===== src/eba_pkg.sv =====
// Package with shared constants and types for external bus arbitration
package eba_pkg;
   localparam int ID_W     = 3;
   localparam int NUM_PEER = 6;
   localparam logic [2:0] ID_NONE  = 3'h0;
   localparam logic [2:0] ID_FIRST = 3'h1;
   localparam logic [2:0] ID_LAST  = 3'h6;
   // Clock cycles that the host grant floats before it is driven low
   localparam int GRANT_FLOAT_CYC = 1;
   typedef logic [ID_W-1:0]     eba_id_t;
   typedef logic [NUM_PEER-1:0] eba_req_t;
endpackage : eba_pkg


===== src/eba_link_if.sv =====
// Interface joining the device arbiter and the host side
`timescale 1ns/10ps
interface eba_link_if;
   import eba_pkg::*;
   logic     host_request_n;
   logic     host_cs_n;
   logic     host_grant_n_o;
   logic     host_grant_n_oe;
   logic     host_grant_n_i;
   logic     host_ready_od_oe;
   logic     ext_dma_request_a_n;
   logic     ext_dma_request_b_n;
   logic     ext_dma_grant_a_n_o;
   logic     ext_dma_grant_b_n_o;
   logic     ext_dma_grant_oe;
   eba_req_t peer_bus_request_n;
   logic     own_request_n_o;
   logic     own_request_n_oe;
   logic     priority_access_n_o;
   logic     priority_access_n_oe;
   logic     priority_access_n_i;
   logic     arbitration_select;
   eba_id_t  processor_identity;

   modport device (
      input  host_request_n, host_cs_n, host_grant_n_i,
      input  ext_dma_request_a_n, ext_dma_request_b_n,
      input  peer_bus_request_n, priority_access_n_i,
      input  arbitration_select, processor_identity,
      output host_grant_n_o, host_grant_n_oe, host_ready_od_oe,
      output ext_dma_grant_a_n_o, ext_dma_grant_b_n_o, ext_dma_grant_oe,
      output own_request_n_o, own_request_n_oe,
      output priority_access_n_o, priority_access_n_oe
   );
   modport host (
      output host_request_n, host_cs_n,
      output ext_dma_request_a_n, ext_dma_request_b_n,
      output arbitration_select, processor_identity,
      input  host_grant_n_i, host_ready_od_oe,
      input  ext_dma_grant_a_n_o, ext_dma_grant_b_n_o, ext_dma_grant_oe
   );
endinterface : eba_link_if


===== src/eba_device.sv =====
// Device end: host grant, wait states, DMA grants and peer arbitration
// Notes on behaviour
// - Grant host bus when host requests
// - Hold host grant low while request stays
// - Only bus master drives host grant (code: also while no master is valid)
// - Grant floats one cycle before going low
// - Host selects device with chip select
// - Pull ready low when select and request
// - Two DMA request inputs, channels 11, 12
// - DMA grant: transfer starts next cycle
// - Only master drives DMA grants
// - Identity picks own bus request line
// - Identity fixed, 000 or 001 single (code: with 000 the device never becomes master)
// - Drive own request, sample all others
// - Select high rotating, low fixed priority
// - Same select value on every processor
// - Non-master may assert priority access
// - Master releases bus, then grants host
// - Host request beats every peer request
`timescale 1ns/10ps
module eba_device
(
   input  wire logic            ref_clk,
   input  wire logic            srst,
   eba_link_if.device           link,
   input  wire logic            busWant,
   input  wire logic            priorityWant,
   input  wire logic            dmaBusyA,
   input  wire logic            dmaBusyB,
   output      logic            busMaster,
   output      logic            hostOwnsBus,
   output      logic            dmaStartA,
   output      logic            dmaStartB,
   output      eba_pkg::eba_id_t currentMaster
);
   import eba_pkg::*;

   typedef enum logic [1:0] {HG_IDLE, HG_FLOAT, HG_GRANT} eba_hg_t;

   eba_hg_t  hgState_r, hgState_nxt;
   eba_id_t  master_r, master_nxt;
   eba_id_t  lastMaster_r;
   logic     masterValid_r;
   logic     busMaster_r, hostOwns_r;
   logic     dmaStartA_r, dmaStartB_r, gntA_r, gntB_r;
   logic     ready_r, prio_r;
   eba_req_t reqVec;
   logic     hostReq, ownIdValid, anyPeer;
   logic     iAmMaster, winnerFound;
   eba_id_t  winnerId;

   // Own line driven from identity; others sampled
   assign ownIdValid = (link.processor_identity >= ID_FIRST) &&
                       (link.processor_identity <= ID_LAST);
   always_comb
   begin
      reqVec = ~link.peer_bus_request_n;
      if (ownIdValid)
         reqVec[link.processor_identity - ID_FIRST] = busWant;
   end
   assign hostReq   = ~link.host_request_n;
   assign anyPeer   = |reqVec;
   assign iAmMaster = masterValid_r &&
                      (master_r == link.processor_identity);

   // Pick next master: rotating after last one, or lowest identity
   always_comb
   begin
      eba_id_t cand;
      cand = ID_NONE;
      winnerFound = 1'b0;
      winnerId = ID_NONE;
      for (int k = 0; k < NUM_PEER; k++)
      begin
         if (link.arbitration_select)
            cand = eba_id_t'(((int'(lastMaster_r) + k) % NUM_PEER) + 1);
         else
            cand = eba_id_t'(k + 1);
         if (!winnerFound && reqVec[cand - ID_FIRST])
         begin
            winnerFound = 1'b1;
            winnerId = cand;
         end
      end
      master_nxt = master_r;
      // Current master keeps the bus while it still requests, unless priority access is low and this device is not master
      if (masterValid_r && reqVec[master_r - ID_FIRST] &&
          !(link.priority_access_n_i == 1'b0 && !iAmMaster))
         master_nxt = master_r;
      else if (winnerFound)
         master_nxt = winnerId;
   end

   // Host grant sequence: idle, float one cycle, then grant
   always_comb
   begin
      hgState_nxt = hgState_r;
      unique case (hgState_r)
         HG_IDLE:  if (hostReq) hgState_nxt = HG_FLOAT;
         HG_FLOAT: hgState_nxt = hostReq ? HG_GRANT : HG_IDLE;
         HG_GRANT: if (!hostReq) hgState_nxt = HG_IDLE;
      endcase
   end

   // Host grant state and bus ownership
   always_ff @(posedge ref_clk)
   begin
      if (srst)
      begin
         hgState_r     <= HG_IDLE;
         master_r      <= ID_NONE;
         lastMaster_r  <= ID_LAST;
         masterValid_r <= 1'b0;
      end
      else
      begin
         hgState_r <= hgState_nxt;
         if (hostReq)
            masterValid_r <= masterValid_r;
         else if (anyPeer)
         begin
            masterValid_r <= 1'b1;
            master_r      <= master_nxt;
            if (master_nxt != master_r)
               lastMaster_r <= master_nxt;
         end
      end
   end

   // Registered outputs and pin drivers
   always_ff @(posedge ref_clk)
   begin
      if (srst)
      begin
         busMaster_r <= 1'b0;
         hostOwns_r  <= 1'b0;
         gntA_r      <= 1'b0;
         gntB_r      <= 1'b0;
         dmaStartA_r <= 1'b0;
         dmaStartB_r <= 1'b0;
         ready_r     <= 1'b0;
         prio_r      <= 1'b0;
      end
      else
      begin
         // Bus released to host while host request stands
         busMaster_r <= iAmMaster && !hostReq;
         hostOwns_r  <= (hgState_nxt == HG_GRANT);
         gntA_r      <= iAmMaster && !hostReq && !dmaBusyA &&
                        !link.ext_dma_request_a_n && !gntA_r;
         gntB_r      <= iAmMaster && !hostReq && !dmaBusyB &&
                        !link.ext_dma_request_b_n && !gntB_r &&
                        link.ext_dma_request_a_n;
         dmaStartA_r <= gntA_r;
         dmaStartB_r <= gntB_r;
         ready_r     <= !link.host_cs_n && hostReq;
         prio_r      <= priorityWant && !iAmMaster;
      end
   end

   // Pin drivers: grant from master, or while no master is valid; float cycle has enable low
   assign link.host_grant_n_oe   = (iAmMaster || !masterValid_r) &&
                                   (hgState_r != HG_FLOAT);
   assign link.host_grant_n_o    = (hgState_r != HG_GRANT);
   assign link.host_ready_od_oe  = ready_r;
   assign link.ext_dma_grant_oe  = busMaster_r;
   assign link.ext_dma_grant_a_n_o = ~gntA_r;
   assign link.ext_dma_grant_b_n_o = ~gntB_r;
   assign link.own_request_n_o   = ~busWant;
   assign link.own_request_n_oe  = ownIdValid;
   assign link.priority_access_n_o  = 1'b0;
   assign link.priority_access_n_oe = prio_r;

   assign busMaster     = busMaster_r;
   assign hostOwnsBus   = hostOwns_r;
   assign dmaStartA     = dmaStartA_r;
   assign dmaStartB     = dmaStartB_r;
   assign currentMaster = master_r;
endmodule : eba_device


===== src/flat_wrapper.sv =====
// flat-port wrapper written by rule: the top's interface ports become plain ports
module eba_device_flat import eba_pkg::*;
  (ref_clk, srst, busWant, priorityWant, dmaBusyA, dmaBusyB, busMaster, hostOwnsBus, dmaStartA, dmaStartB, currentMaster, link_host_request_n, link_host_cs_n, link_host_grant_n_i, link_ext_dma_request_a_n, link_ext_dma_request_b_n, link_peer_bus_request_n, link_priority_access_n_i, link_arbitration_select, link_processor_identity, link_host_grant_n_o, link_host_grant_n_oe, link_host_ready_od_oe, link_ext_dma_grant_a_n_o, link_ext_dma_grant_b_n_o, link_ext_dma_grant_oe, link_own_request_n_o, link_own_request_n_oe, link_priority_access_n_o, link_priority_access_n_oe);
  eba_link_if link_i ();
  input  wire logic ref_clk;
  input  wire logic srst;
  input  wire logic busWant;
  input  wire logic priorityWant;
  input  wire logic dmaBusyA;
  input  wire logic dmaBusyB;
  output      logic busMaster;
  output      logic hostOwnsBus;
  output      logic dmaStartA;
  output      logic dmaStartB;
  output      eba_pkg::eba_id_t currentMaster;
  input wire logic [$bits(link_i.host_request_n)-1:0] link_host_request_n;
  input wire logic [$bits(link_i.host_cs_n)-1:0] link_host_cs_n;
  input wire logic [$bits(link_i.host_grant_n_i)-1:0] link_host_grant_n_i;
  input wire logic [$bits(link_i.ext_dma_request_a_n)-1:0] link_ext_dma_request_a_n;
  input wire logic [$bits(link_i.ext_dma_request_b_n)-1:0] link_ext_dma_request_b_n;
  input wire logic [$bits(link_i.peer_bus_request_n)-1:0] link_peer_bus_request_n;
  input wire logic [$bits(link_i.priority_access_n_i)-1:0] link_priority_access_n_i;
  input wire logic [$bits(link_i.arbitration_select)-1:0] link_arbitration_select;
  input wire logic [$bits(link_i.processor_identity)-1:0] link_processor_identity;
  output wire logic [$bits(link_i.host_grant_n_o)-1:0] link_host_grant_n_o;
  output wire logic [$bits(link_i.host_grant_n_oe)-1:0] link_host_grant_n_oe;
  output wire logic [$bits(link_i.host_ready_od_oe)-1:0] link_host_ready_od_oe;
  output wire logic [$bits(link_i.ext_dma_grant_a_n_o)-1:0] link_ext_dma_grant_a_n_o;
  output wire logic [$bits(link_i.ext_dma_grant_b_n_o)-1:0] link_ext_dma_grant_b_n_o;
  output wire logic [$bits(link_i.ext_dma_grant_oe)-1:0] link_ext_dma_grant_oe;
  output wire logic [$bits(link_i.own_request_n_o)-1:0] link_own_request_n_o;
  output wire logic [$bits(link_i.own_request_n_oe)-1:0] link_own_request_n_oe;
  output wire logic [$bits(link_i.priority_access_n_o)-1:0] link_priority_access_n_o;
  output wire logic [$bits(link_i.priority_access_n_oe)-1:0] link_priority_access_n_oe;
  assign link_i.host_request_n = link_host_request_n;
  assign link_i.host_cs_n = link_host_cs_n;
  assign link_i.host_grant_n_i = link_host_grant_n_i;
  assign link_i.ext_dma_request_a_n = link_ext_dma_request_a_n;
  assign link_i.ext_dma_request_b_n = link_ext_dma_request_b_n;
  assign link_i.peer_bus_request_n = link_peer_bus_request_n;
  assign link_i.priority_access_n_i = link_priority_access_n_i;
  assign link_i.arbitration_select = link_arbitration_select;
  assign link_i.processor_identity = link_processor_identity;
  assign link_host_grant_n_o = link_i.host_grant_n_o;
  assign link_host_grant_n_oe = link_i.host_grant_n_oe;
  assign link_host_ready_od_oe = link_i.host_ready_od_oe;
  assign link_ext_dma_grant_a_n_o = link_i.ext_dma_grant_a_n_o;
  assign link_ext_dma_grant_b_n_o = link_i.ext_dma_grant_b_n_o;
  assign link_ext_dma_grant_oe = link_i.ext_dma_grant_oe;
  assign link_own_request_n_o = link_i.own_request_n_o;
  assign link_own_request_n_oe = link_i.own_request_n_oe;
  assign link_priority_access_n_o = link_i.priority_access_n_o;
  assign link_priority_access_n_oe = link_i.priority_access_n_oe;
  eba_device u_core (.ref_clk(ref_clk), .srst(srst), .link(link_i), .busWant(busWant), .priorityWant(priorityWant), .dmaBusyA(dmaBusyA), .dmaBusyB(dmaBusyB), .busMaster(busMaster), .hostOwnsBus(hostOwnsBus), .dmaStartA(dmaStartA), .dmaStartB(dmaStartB), .currentMaster(currentMaster));
endmodule

===== config.mk =====
export PLATFORM = sky130hd
export DESIGN_NAME = eba_device_flat
export DESIGN_NICKNAME = d
export VERILOG_FILES = /design/src/eba_pkg.sv /design/src/eba_link_if.sv /design/src/eba_device.sv /design/src/flat_wrapper.sv
export SDC_FILE = /design/constraint.sdc
export NUM_CORES = 1
export LEC_CHECK = 0
export ABC_AREA = 1
export BUFFER_PORTS_ARGS = -buffer_cell sky130_fd_sc_hd__buf_4
export CAP_MARGIN = 20
export CORE_ASPECT_RATIO = 0.9
export CORE_MARGIN = 2
export CORE_UTILIZATION = 59
export CTS_BUF_LIST = sky130_fd_sc_hd__clkbuf_2 sky130_fd_sc_hd__clkbuf_4 sky130_fd_sc_hd__clkbuf_8
export CTS_CLUSTER_DIAMETER = 100
export DETAILED_ROUTE_END_ITERATION = 7
export PLACE_DENSITY = 0.81
export SKIP_LAST_GASP = 1
export SLEW_MARGIN = 20
export SYNTH_ARGS = -nofsm -noshare
export SYNTH_HDL_FRONTEND = slang
export SYNTH_SLANG_ARGS = --single-unit

===== constraint.sdc =====
create_clock -name ref_clk -period 6.35 [get_ports ref_clk]
set_input_delay 0.3175 -clock ref_clk [delete_from_list [all_inputs] [get_ports ref_clk]]
set_output_delay 0.3175 -clock ref_clk [all_outputs]
set_load 0.1 [all_outputs]

## Yosys cells after proc, flatten, opt, wreduce, memory -nomap -nowiden

Cells that the tools add are included.
Widths: inputs -> output; s select.

- Input port bits: 22
- Output and inout bits: 17
- Word-level logic and storage cells: 145
- Register bits after elaboration: 17

- Order comparisons: 11
- Bitwise logic cells: 6
- Equal/unequal tests: 7
- Add/subtract/negate cells: 19
- Mux-type cells: 42
- Reductions and logical operators: 42
- Divide/modulo/power cells: 6

Operators with widths:

| cell | number |
|---|---|
| $mod 32x4->32 const B | 5 |
| $mux 3 | 14 |
| $lt 3x4->1 const B | 8 |
| $mod 4x4->32 const B | 1 |
| $sub 3x1->3 const B | 8 |
| $logic_and 1x1->1 | 22 |
| $bmux 1 s3 | 7 |
| $add 3x2->3 const B | 6 |
| $logic_not 1->1 | 15 |
| $mux 1 | 14 |
| $add 3x2->4 const B | 2 |
| $add 3x3->4 const B | 2 |
| $bwmux 6 | 1 |
| $ge 3x1->1 const B | 2 |
| $mux 2 | 3 |
| $mux 6 | 1 |
| $not 6->6 | 1 |
| $pmux 2 s3 | 1 |
| $reduce_or 6->1 | 1 |
| $not 1->1 | 5 |
| $add 3x1->4 const B | 1 |
| $eq 2x2->1 const B | 2 |
| $demux 1 s3 | 1 |
| $eq 3x3->1 | 1 |
| 9 further kinds | 9 |

## Depth between registers and ports, before layout

Gate-level depths: netlist of run 1.

- Depth after elaboration: 29
- Gate-level depth with buffers: 35
- Mapped depth without buffers: 35

## Worst setup path before layout of run 1

OpenSTA, ideal clock, no wires.

- Kind: register -> register
- Start: register u_core.lastMaster_r[2]
- End: register u_core.lastMaster_r[2]
- Cell stages (with the launch flop): 30
- Path buffers: 0
- Period minus slack after synthesis: 3.756 ns
- Required time: 6.233 ns
- Path slack: 2.594 ns
- Setup time: 0.117 ns
- Data arrival time: 3.639 ns
- Path through: dfxtp_1 inv_1 ha_1 a21oi_1 inv_1 ha_1 inv_1 nand3_1 nand2_1 o21ai_2 xor2_1 inv_1 ha_1 nor2_1 ha_1 or2_4 nand2_1 nand2_1 nand2_1 nand4_2 nand2_4 nor2_1 nand2_1 nand3_1 nand2_1 inv_2 nand2_2 nand2_1 nand2_1 nand2_1

- Word-level cells in the longest chain between the ends: 26
- Elaborated cells on any way between the ends: 67
- Those cells by class: 17 x add/sub; 6 x div; 1 x eq/ne; 32 x mux; 11 x reduce/logical

RTL lines:

| element | line | text |
|---|---|---|
| from (decl) | eba_device.sv:42 | `eba_id_t lastMaster_r;` |
| from (signal assigned) | eba_device.sv:125 | `lastMaster_r <= master_nxt;` |
| parallel branches: the longest is 22 deep, another holds $mod 32x4->32 | n/a |  |
| $mux 3 (*) | eba_device.sv:90 | `else if (winnerFound)` |
| $mux 3 (*) | eba_device.sv:87 | `if (masterValid_r && reqVec[master_r - ID_FIRST] &&` |
| $ne 3x3->1 | eba_device.sv:124 | `if (master_nxt != master_r)` |
| $reduce_and 3->1 (no source line) | n/a |  |

Mark *: on every way between the ends. The select of a mux whose other input is x is not followed.
A chain may end at the register's enable or synchronous reset.

## Final worst setup path of run 1

- Start: register u_core.lastMaster_r[0]
- End: register u_core.lastMaster_r[2]

Same word-level chain as after synthesis.

==> summary by stage, run 1 <==
Status
The flow ran to the end, and the final reports show no timing, DRC or antenna violations.

Drt
The routed length per placed instance is between 10 and 15 µm. The DRC marker count from the first detailed-route iteration is 148. The detailed router placed about 2700 vias in this run. The first-pass detailed-route iteration total is 4. The residual DRC count is 0. Wires add up to 5.851 mm. The count of nets left with antenna violations once routing finished came out at 0. The ratio of routed vias to standard cells is 5.175.

Finish
The count of filler cells inserted in the layout is 408. In the final layout, the share of cells above drive strength 1 is 0.2068. The area added between synthesis and finish is 12.57%. The most common library cell in the layout ignoring fill and taps is sky130_fd_sc_hd__nand2_1.

The net count of the finished layout is about 520. The cell area after layout is 3080 µm². The number of non-filler instances in the completed layout is 531.

In the layout the commonest cells are sky130_fd_sc_hd__nand2_1, sky130_fd_sc_hd__inv_1, sky130_fd_sc_hd__nand3_1, sky130_fd_sc_hd__buf_4, sky130_fd_sc_hd__ha_1. The number of diodes is 0.

Place
The placed instances occupy a cell area of 3034 µm². At the end of routability-driven placement, the weighted congestion stood at 0.9124. The number of cells after detailed placement is 527. The total of buffers placed on input and output ports is 36. Detailed placement ended at an HPWL of 4.838 mm.

Logic synthesis
The count of different cell masters after synthesis is 39. Of the total synthesized cell area, the portion taken by full adders, half adders and majority gates is 0.1463. The area of the mapped netlist is between 2000 and 3000 µm². After synthesis, the share of cell area in mux cells is 0. The XOR/XNOR share of the synthesized area is 0.04481.

By area the synthesized netlist is led by sky130_fd_sc_hd__nand2_1, sky130_fd_sc_hd__ha_1, sky130_fd_sc_hd__dfxtp_1. The number of nets in the synthesized netlist is 492. The most used flip-flop cell after synthesis is sky130_fd_sc_hd__dfxtp_1. The number of synthesized flops with an enable pin is 0. In this run, synthesis produced a sequential element count of 17. The cell count after synthesis is 438. The biggest area consumer among synthesized cells is sky130_fd_sc_hd__nand2_1.

The share of synthesized area in the top cell type comes to 0.1495. For this run, the number of Yosys warnings is 0. In this run the mean area of a mapped cell was roughly 6.2 µm².

The fraction of the mapped netlist area in compound gates is 0.08871. The share of synthesized registers carrying an async set or reset is 0. The combinational family with the most area after synthesis is simple AND/OR/NAND/NOR gates. The register area share after synthesis is 0.1244. The simple-gate portion of the synthesized area is 0.4719.

Clocking
Once the clock tree was built, the setup fixing pass inserted 0 buffers. The hold buffer count at cts is 0. The number of clock buffers added by TritonCTS is 3. Clock-pin slew was measured on the worst setup and hold paths at 60 ps. At the later pin of the worst-skew pair, clock insertion delay measures 250 ps. For this design, the sink count on the clock tree is 17. TritonCTS built the clock tree. In this run, post-CTS repair resized a total of 0 instances. The maximum root-to-sink buffer count is 2. The root buffer cell is sky130_fd_sc_hd__clkbuf_8. The number of H-tree levels is 1.

Worst setup path
For the worst setup path, the data required time is 6490 ps. The largest stage delay on the critical path is 690 ps. The type of origin of the critical path is a register. At the worst endpoint, the arrival time is 4510 ps. The kind of cell with the highest combined delay on the critical path is simple AND/OR/NAND/NOR gates. The number of buffers and inverters on the critical path is 3. The element type at the critical path end is a register. The setup path with the least slack is of type reg -> reg. In this run the worst path has a maximum fanout of 15. The worst register-to-register path begins at u_core.lastMaster_r[0]. Among the stages of the critical path, the cell type that occurs most often is sky130_fd_sc_hd__nand2_1. Among all stages on the critical path, the largest delay is contributed by sky130_fd_sc_hd__dfxtp_1. The critical path launch point is u_core.lastMaster_r[0].

Min path
The worst min-delay path class is in -> reg. The startpoint identified for the worst hold timing path is link_host_cs_n.

STA
The total of endpoints with negative setup slack in the final report is 0. Dividing the final minimum period by the clock period gives 0.6886. For the final database, setup skew stands at between 1.5 and 2 ps. The number of hold violations in the final report is 0. The smallest clock period supported by the final layout is computed as 4373 ps.

Hold timing on the final database bottoms out at a slack of 222.6 ps. Setup repair after global routing left no endpoint under its margin. The setup TNS is 0 ps. The tightest slew margin relative to the limit is 0.6103.

The final number of max-transition violations is 0. The achievable clock frequency is ~230 MHz. The transition at the pin with the smallest max-transition slack is 583.7 ps.

Die
The floorplan step defined a die boundary enclosing a little over 5000 µm². 39 I/O pins were placed. The floorplan has 23 rows. The region available for standard cell placement spans 4461 µm². The height of the die is approximately 69 µm.

For this configuration, the core starts out at a cell density of 0.6135. In this run the horizontal extent of the chip is between 70 and 80 µm.

Global routing
The number of global-route vias before repair is 2307. Entering global routing, the biggest net connects 18 pins. The total overflow reported by the global router is 0. The first-pass GRT wire length is between 9 and 10 mm. The number of antenna violations at the first check in global routing is 0. For this run, the total global-route usage over all layers was measured as 0.2293.

Power and ir drop
The leakage power summed over all cells is 1.672 nW. The worst-case IR drop observed on VDD is 320.8 µV. The total power per unit cell area is 589.7 nW/µm².

Job
The tool flagged a number of max-cap violations equal to 0.
[kinds of logic (layout without fill, tap and decap cells)]
logic type | after synthesis | after routing
buffers and inverters | 85 | 116
DFF | 17 | 17
and+or+nand+nor | 250 | 250
other | 1 | 1
xor gates and xnor gates | 14 | 14
AOI/OAI and AO/OA | 39 | 39
adders and majority gates | 32 | 32
[cell type report]
| class | count | area, µm² | area share |
|---|---|---|---|
| Clock buffer | 3 | 41.29 | 0.01340 |
| Clock inverter | 1 | 5.005 | 0.001625 |
| Timing Repair Buffer | 36 | 270.3 | 0.08773 |
| Tap cell | 62 | 77.57 | 0.02518 |
| Multi-Input combinational cell | 336 | 2061 | 0.6690 |
| Inverter | 76 | 285.3 | 0.09261 |
| Sequential cell | 17 | 340.3 | 0.1105 |
[worst reg2reg max path: cells and delay by family, from the launching register on]
kind / cells / cell delay, ps
AO/OA/AOI/OAI: 2 / 230
XOR/XNOR: 1 / 150
adder cells (fa/ha/maj): 4 / 1070
buffers and inverters: 3 / 200
flip-flops: 1 / 690
AND/OR/NAND/NOR: 22 / 1920
[through the flow]
step / setup slack, ps / utilization / power [mW]
2_1_floorplan: 2594 / - / 1.462
3_3_place_gp: 2072 / 0.6802 / 1.694
3_5_place_dp: 1972 / 0.6802 / 1.730
4_1_cts: 1956 / 0.6906 / 1.814
5_1_grt: 1508 / 0.6906 / 2.028
6_report: 1977 / 0.6906 / 1.816
[final timing paths]
path	endpoint	slack (ps)	cells past startpoint
setup / recovery	u_core.lastMaster_r[2]	1980	32
hold / removal	u_core.link.host_ready_od_oe	220	2
setup reg to reg	u_core.lastMaster_r[2]	1980	32
hold reg to reg	u_core.gntA_r	430	1
[where the power goes]
group	internal (mW)	leakage [nW]	switching, mW
sequential	0.125	0.139	0.0381
combinational	0.547	1.51	1.03
clock	0.0434	0.0255	0.0336
total	0.715	1.67	1.10
[layer usage]
metal / up-vias / wire length (µm) / track usage
li1: 1468 / - / -
met1: 1220 / 2969 / 0.3202
met2: 58 / 2665 / 0.3987
met3: 2 / 206 / 0.01453
met4: 0 / 10 / 0.02632
met5: - / 0 / 0
[registers in the layout (all words and copies together), names as in the netlist]
| name | count |
|---|---|
| u_core.currentMaster | 3 |
| u_core.lastMaster_r | 3 |
| u_core.link.priority_access_n_oe | 1 |
| u_core.gntB_r | 1 |
| u_core.link.host_ready_od_oe | 1 |
| u_core.masterValid_r | 1 |
| u_core.hgState_r | 2 |
| u_core.gntA_r | 1 |
| u_core.hostOwnsBus | 1 |
| u_core.dmaStartA | 1 |
| u_core.dmaStartB | 1 |
| u_core.busMaster | 1 |
[cell usage after synthesis (2+ instances only)]
master                     instances
sky130_fd_sc_hd__a211oi_1          2
sky130_fd_sc_hd__a21oi_1          17
sky130_fd_sc_hd__a22oi_1           2
sky130_fd_sc_hd__buf_2             4
sky130_fd_sc_hd__buf_4             3
sky130_fd_sc_hd__clkbuf_1          2
sky130_fd_sc_hd__dfxtp_1          17
sky130_fd_sc_hd__ha_1             32
sky130_fd_sc_hd__inv_1            67
sky130_fd_sc_hd__inv_2             9
sky130_fd_sc_hd__nand2_1         109
sky130_fd_sc_hd__nand2_2          18
sky130_fd_sc_hd__nand2_4           3
sky130_fd_sc_hd__nand3_1          49
sky130_fd_sc_hd__nand3_2          12
sky130_fd_sc_hd__nand3b_1          6
sky130_fd_sc_hd__nand4_1          10
sky130_fd_sc_hd__nor2_1           26
sky130_fd_sc_hd__nor2_2            4
sky130_fd_sc_hd__nor2_4            2
sky130_fd_sc_hd__nor3_1            2
sky130_fd_sc_hd__nor4_1            3
sky130_fd_sc_hd__o21ai_0           8
sky130_fd_sc_hd__o21ai_1           4
sky130_fd_sc_hd__xnor2_1           5
sky130_fd_sc_hd__xor2_1            9
(Power assumes the default switching activity.)
==> run 2, diff against run 1 <==
clock period = 4.1 ns   (was 6.35 ns; I/O delays follow)
==> summary by stage, run 2 (synthesis gave the netlist of run 1 again) <==
Clocking
The maximum root-to-sink buffer count is 2. The clock tree from TritonCTS is built. The root buffer cell is sky130_fd_sc_hd__clkbuf_8. The later pin in the worst-skew pair is clocked with a latency of 250 ps. TritonCTS created 3 clock buffers. The clock slew at the register clock pins of the worst setup and hold paths is 60 ps. The number of hold buffers added after CTS was 0. Counting every sink on the clock net gives 17. In this run the number of H-tree levels came out at 1.

Worst setup path
Among all stages on the critical path, the largest delay is contributed by sky130_fd_sc_hd__dfxtp_4. The element type at the critical path end is a register. The worst endpoint required time is ~4200 ps. The type of origin of the critical path is a register. Data arrives at the worst endpoint at 4070 ps. The cell that appears most often on the critical path is sky130_fd_sc_hd__nand2_2.

The largest fanout on the critical path is 6. The startpoint-to-endpoint class of the critical path is reg -> reg. The largest stage delay on the critical path is 370 ps.

STA
The tightest hold path in the finished design has a slack of 109.1 ps. The achievable clock frequency is 254.5 MHz. Setup violations remaining at the end of the flow were counted as 0. Across the routed clock network, the largest skew measured is 2.338 ps. The number of hold violations in the final report was 0. Dividing the final minimum period by the clock period gives 0.9584. The final critical-path required period is approximately 3900 ps.

The final number of max-transition violations is 0.

Global routing
The number of global-route vias before repair is 2359. The total overflow reported by the global router is 0. The first-pass GRT wire length is 9.839 mm. Entering global routing, the biggest net connects 18 pins. The aggregate global-route resource usage is 0.2371. The number of antenna violations at the first check in global routing is 0.

Place
The number of cells after detailed placement is 536. In this run the cell area measured after placement is just over 3000 µm². The congestion estimate from routability-driven global placement came to ~0.9. The count of buffers added on input and output ports is 36. The final HPWL from detailed placement is between 4 and 5 mm.

Drt
The first-pass detailed-route iteration total is 4. Wire segments on met2 add up to 3.283 mm in the final route. The uppermost signal routing layer after detailed routing is met4. The detailed-routing wirelength on met1 is 3.152 mm. Wires add up to a little under 7 mm.

Wire segments on met3 add up to 263 µm in the final route. The detail route stage leaves a number of antenna-violating nets equal to 0. For this block, the initial DRC count from the detailed router was around 180. In the routed layout, each cell is associated on average with a via count of 5.240.

The residual DRC count is 0. For this block, the via count after detailed routing is 2924. The routed length per placed instance is around 12 µm.

Status
The run finished with clean final reports.

Die
The floorplan step set the die width to 75.79 µm. The die footprint is 5199 µm². The site row count is 23. The height of the die is 68.61 µm. The area of the core region is about 4500 µm².

The initial utilization of the core area, before any placement, comes to 0.6135. For this design the top-level I/O count stands at 39.

Finish
In the final layout, the share of cells above drive strength 1 is 0.3468. The most common library cell in the layout ignoring fill and taps is sky130_fd_sc_hd__nand2_1. With fillers left out, the area of the finished cells amounts to 3502 µm². The area added between synthesis and finish is 27.98%. The number of diodes is 0. For this run, the share of the core covered by cells in the final layout is 0.7851. The top cell types in the final layout, fill and taps aside, are sky130_fd_sc_hd__nand2_1, sky130_fd_sc_hd__inv_1, sky130_fd_sc_hd__buf_4, sky130_fd_sc_hd__nand3_1, sky130_fd_sc_hd__nand2_2. The number of non-filler instances in the completed layout is 558. For this run, the post-layout net count is 551.

Min path
The min-delay analysis places its worst path in the category in -> reg.

Job
The tool flagged a number of max-cap violations equal to 0.
==> run 2: layer usage <==
metal | vias to the layer above | global-route usage
met5 | - | 0
met4 | 0 | 0.05263
met3 | 6 | 0.01744
met2 | 71 | 0.3998
met1 | 1321 | 0.3293
li1 | 1526 | -
==> run 2: worst paths after layout <==
check,start,end,slack (ps),depth (start not counted)
hold / removal,dmaBusyB,u_core.gntB_r,110,2
setup / recovery,u_core.lastMaster_r[1],u_core.lastMaster_r[0],170,31
hold reg to reg,u_core.gntA_r,u_core.gntA_r,410,1
setup reg to reg,u_core.lastMaster_r[1],u_core.lastMaster_r[0],170,31
==> run 2: stage by stage <==
| stage | setup slack, ps | setup TNS, ps |
|---|---|---|
| floorplan | 343.8 | 0 |
| global placement | 113.3 | 0 |
| detailed placement | 9.370 | 0 |
| CTS | 6.436 | 0 |
| global route | -177.8 | -520.1 |
| finish | 170.5 | 0 |
==> run 2: repair_timing <==
action                     4_1_cts  5_1_grt
setup endpoints to repair        3        6
setup buffers                    0       18
pin swaps                        0       32
resized for setup                1       62
==> run 2: layout make-up <==
type,count,area [µm²]
well taps,62,77.57
multi-input cells,336,2266
clock buffers,3,41.29
repair buffers,63,478.0
clock inverters,1,5.005
fillers,361,958.4
inverters,76,285.3
flip-flops and latches,17,349.1
==> run 2: critical path: cells and delay by family (launching register included) <==
kind                     cells  cell delay (ps)
flip-flops                   1              370
XOR/XNOR                     1              140
AO/OA/AOI/OAI                2              200
buffers and inverters        5              340
AND/OR/NAND/NOR             19             1820
adder cells (fa/ha/maj)      4              930
Power of run 2 is left out: the tool's default activity adds up to more than one toggle a clock period on the data nets, which glitch-free logic cannot reach.
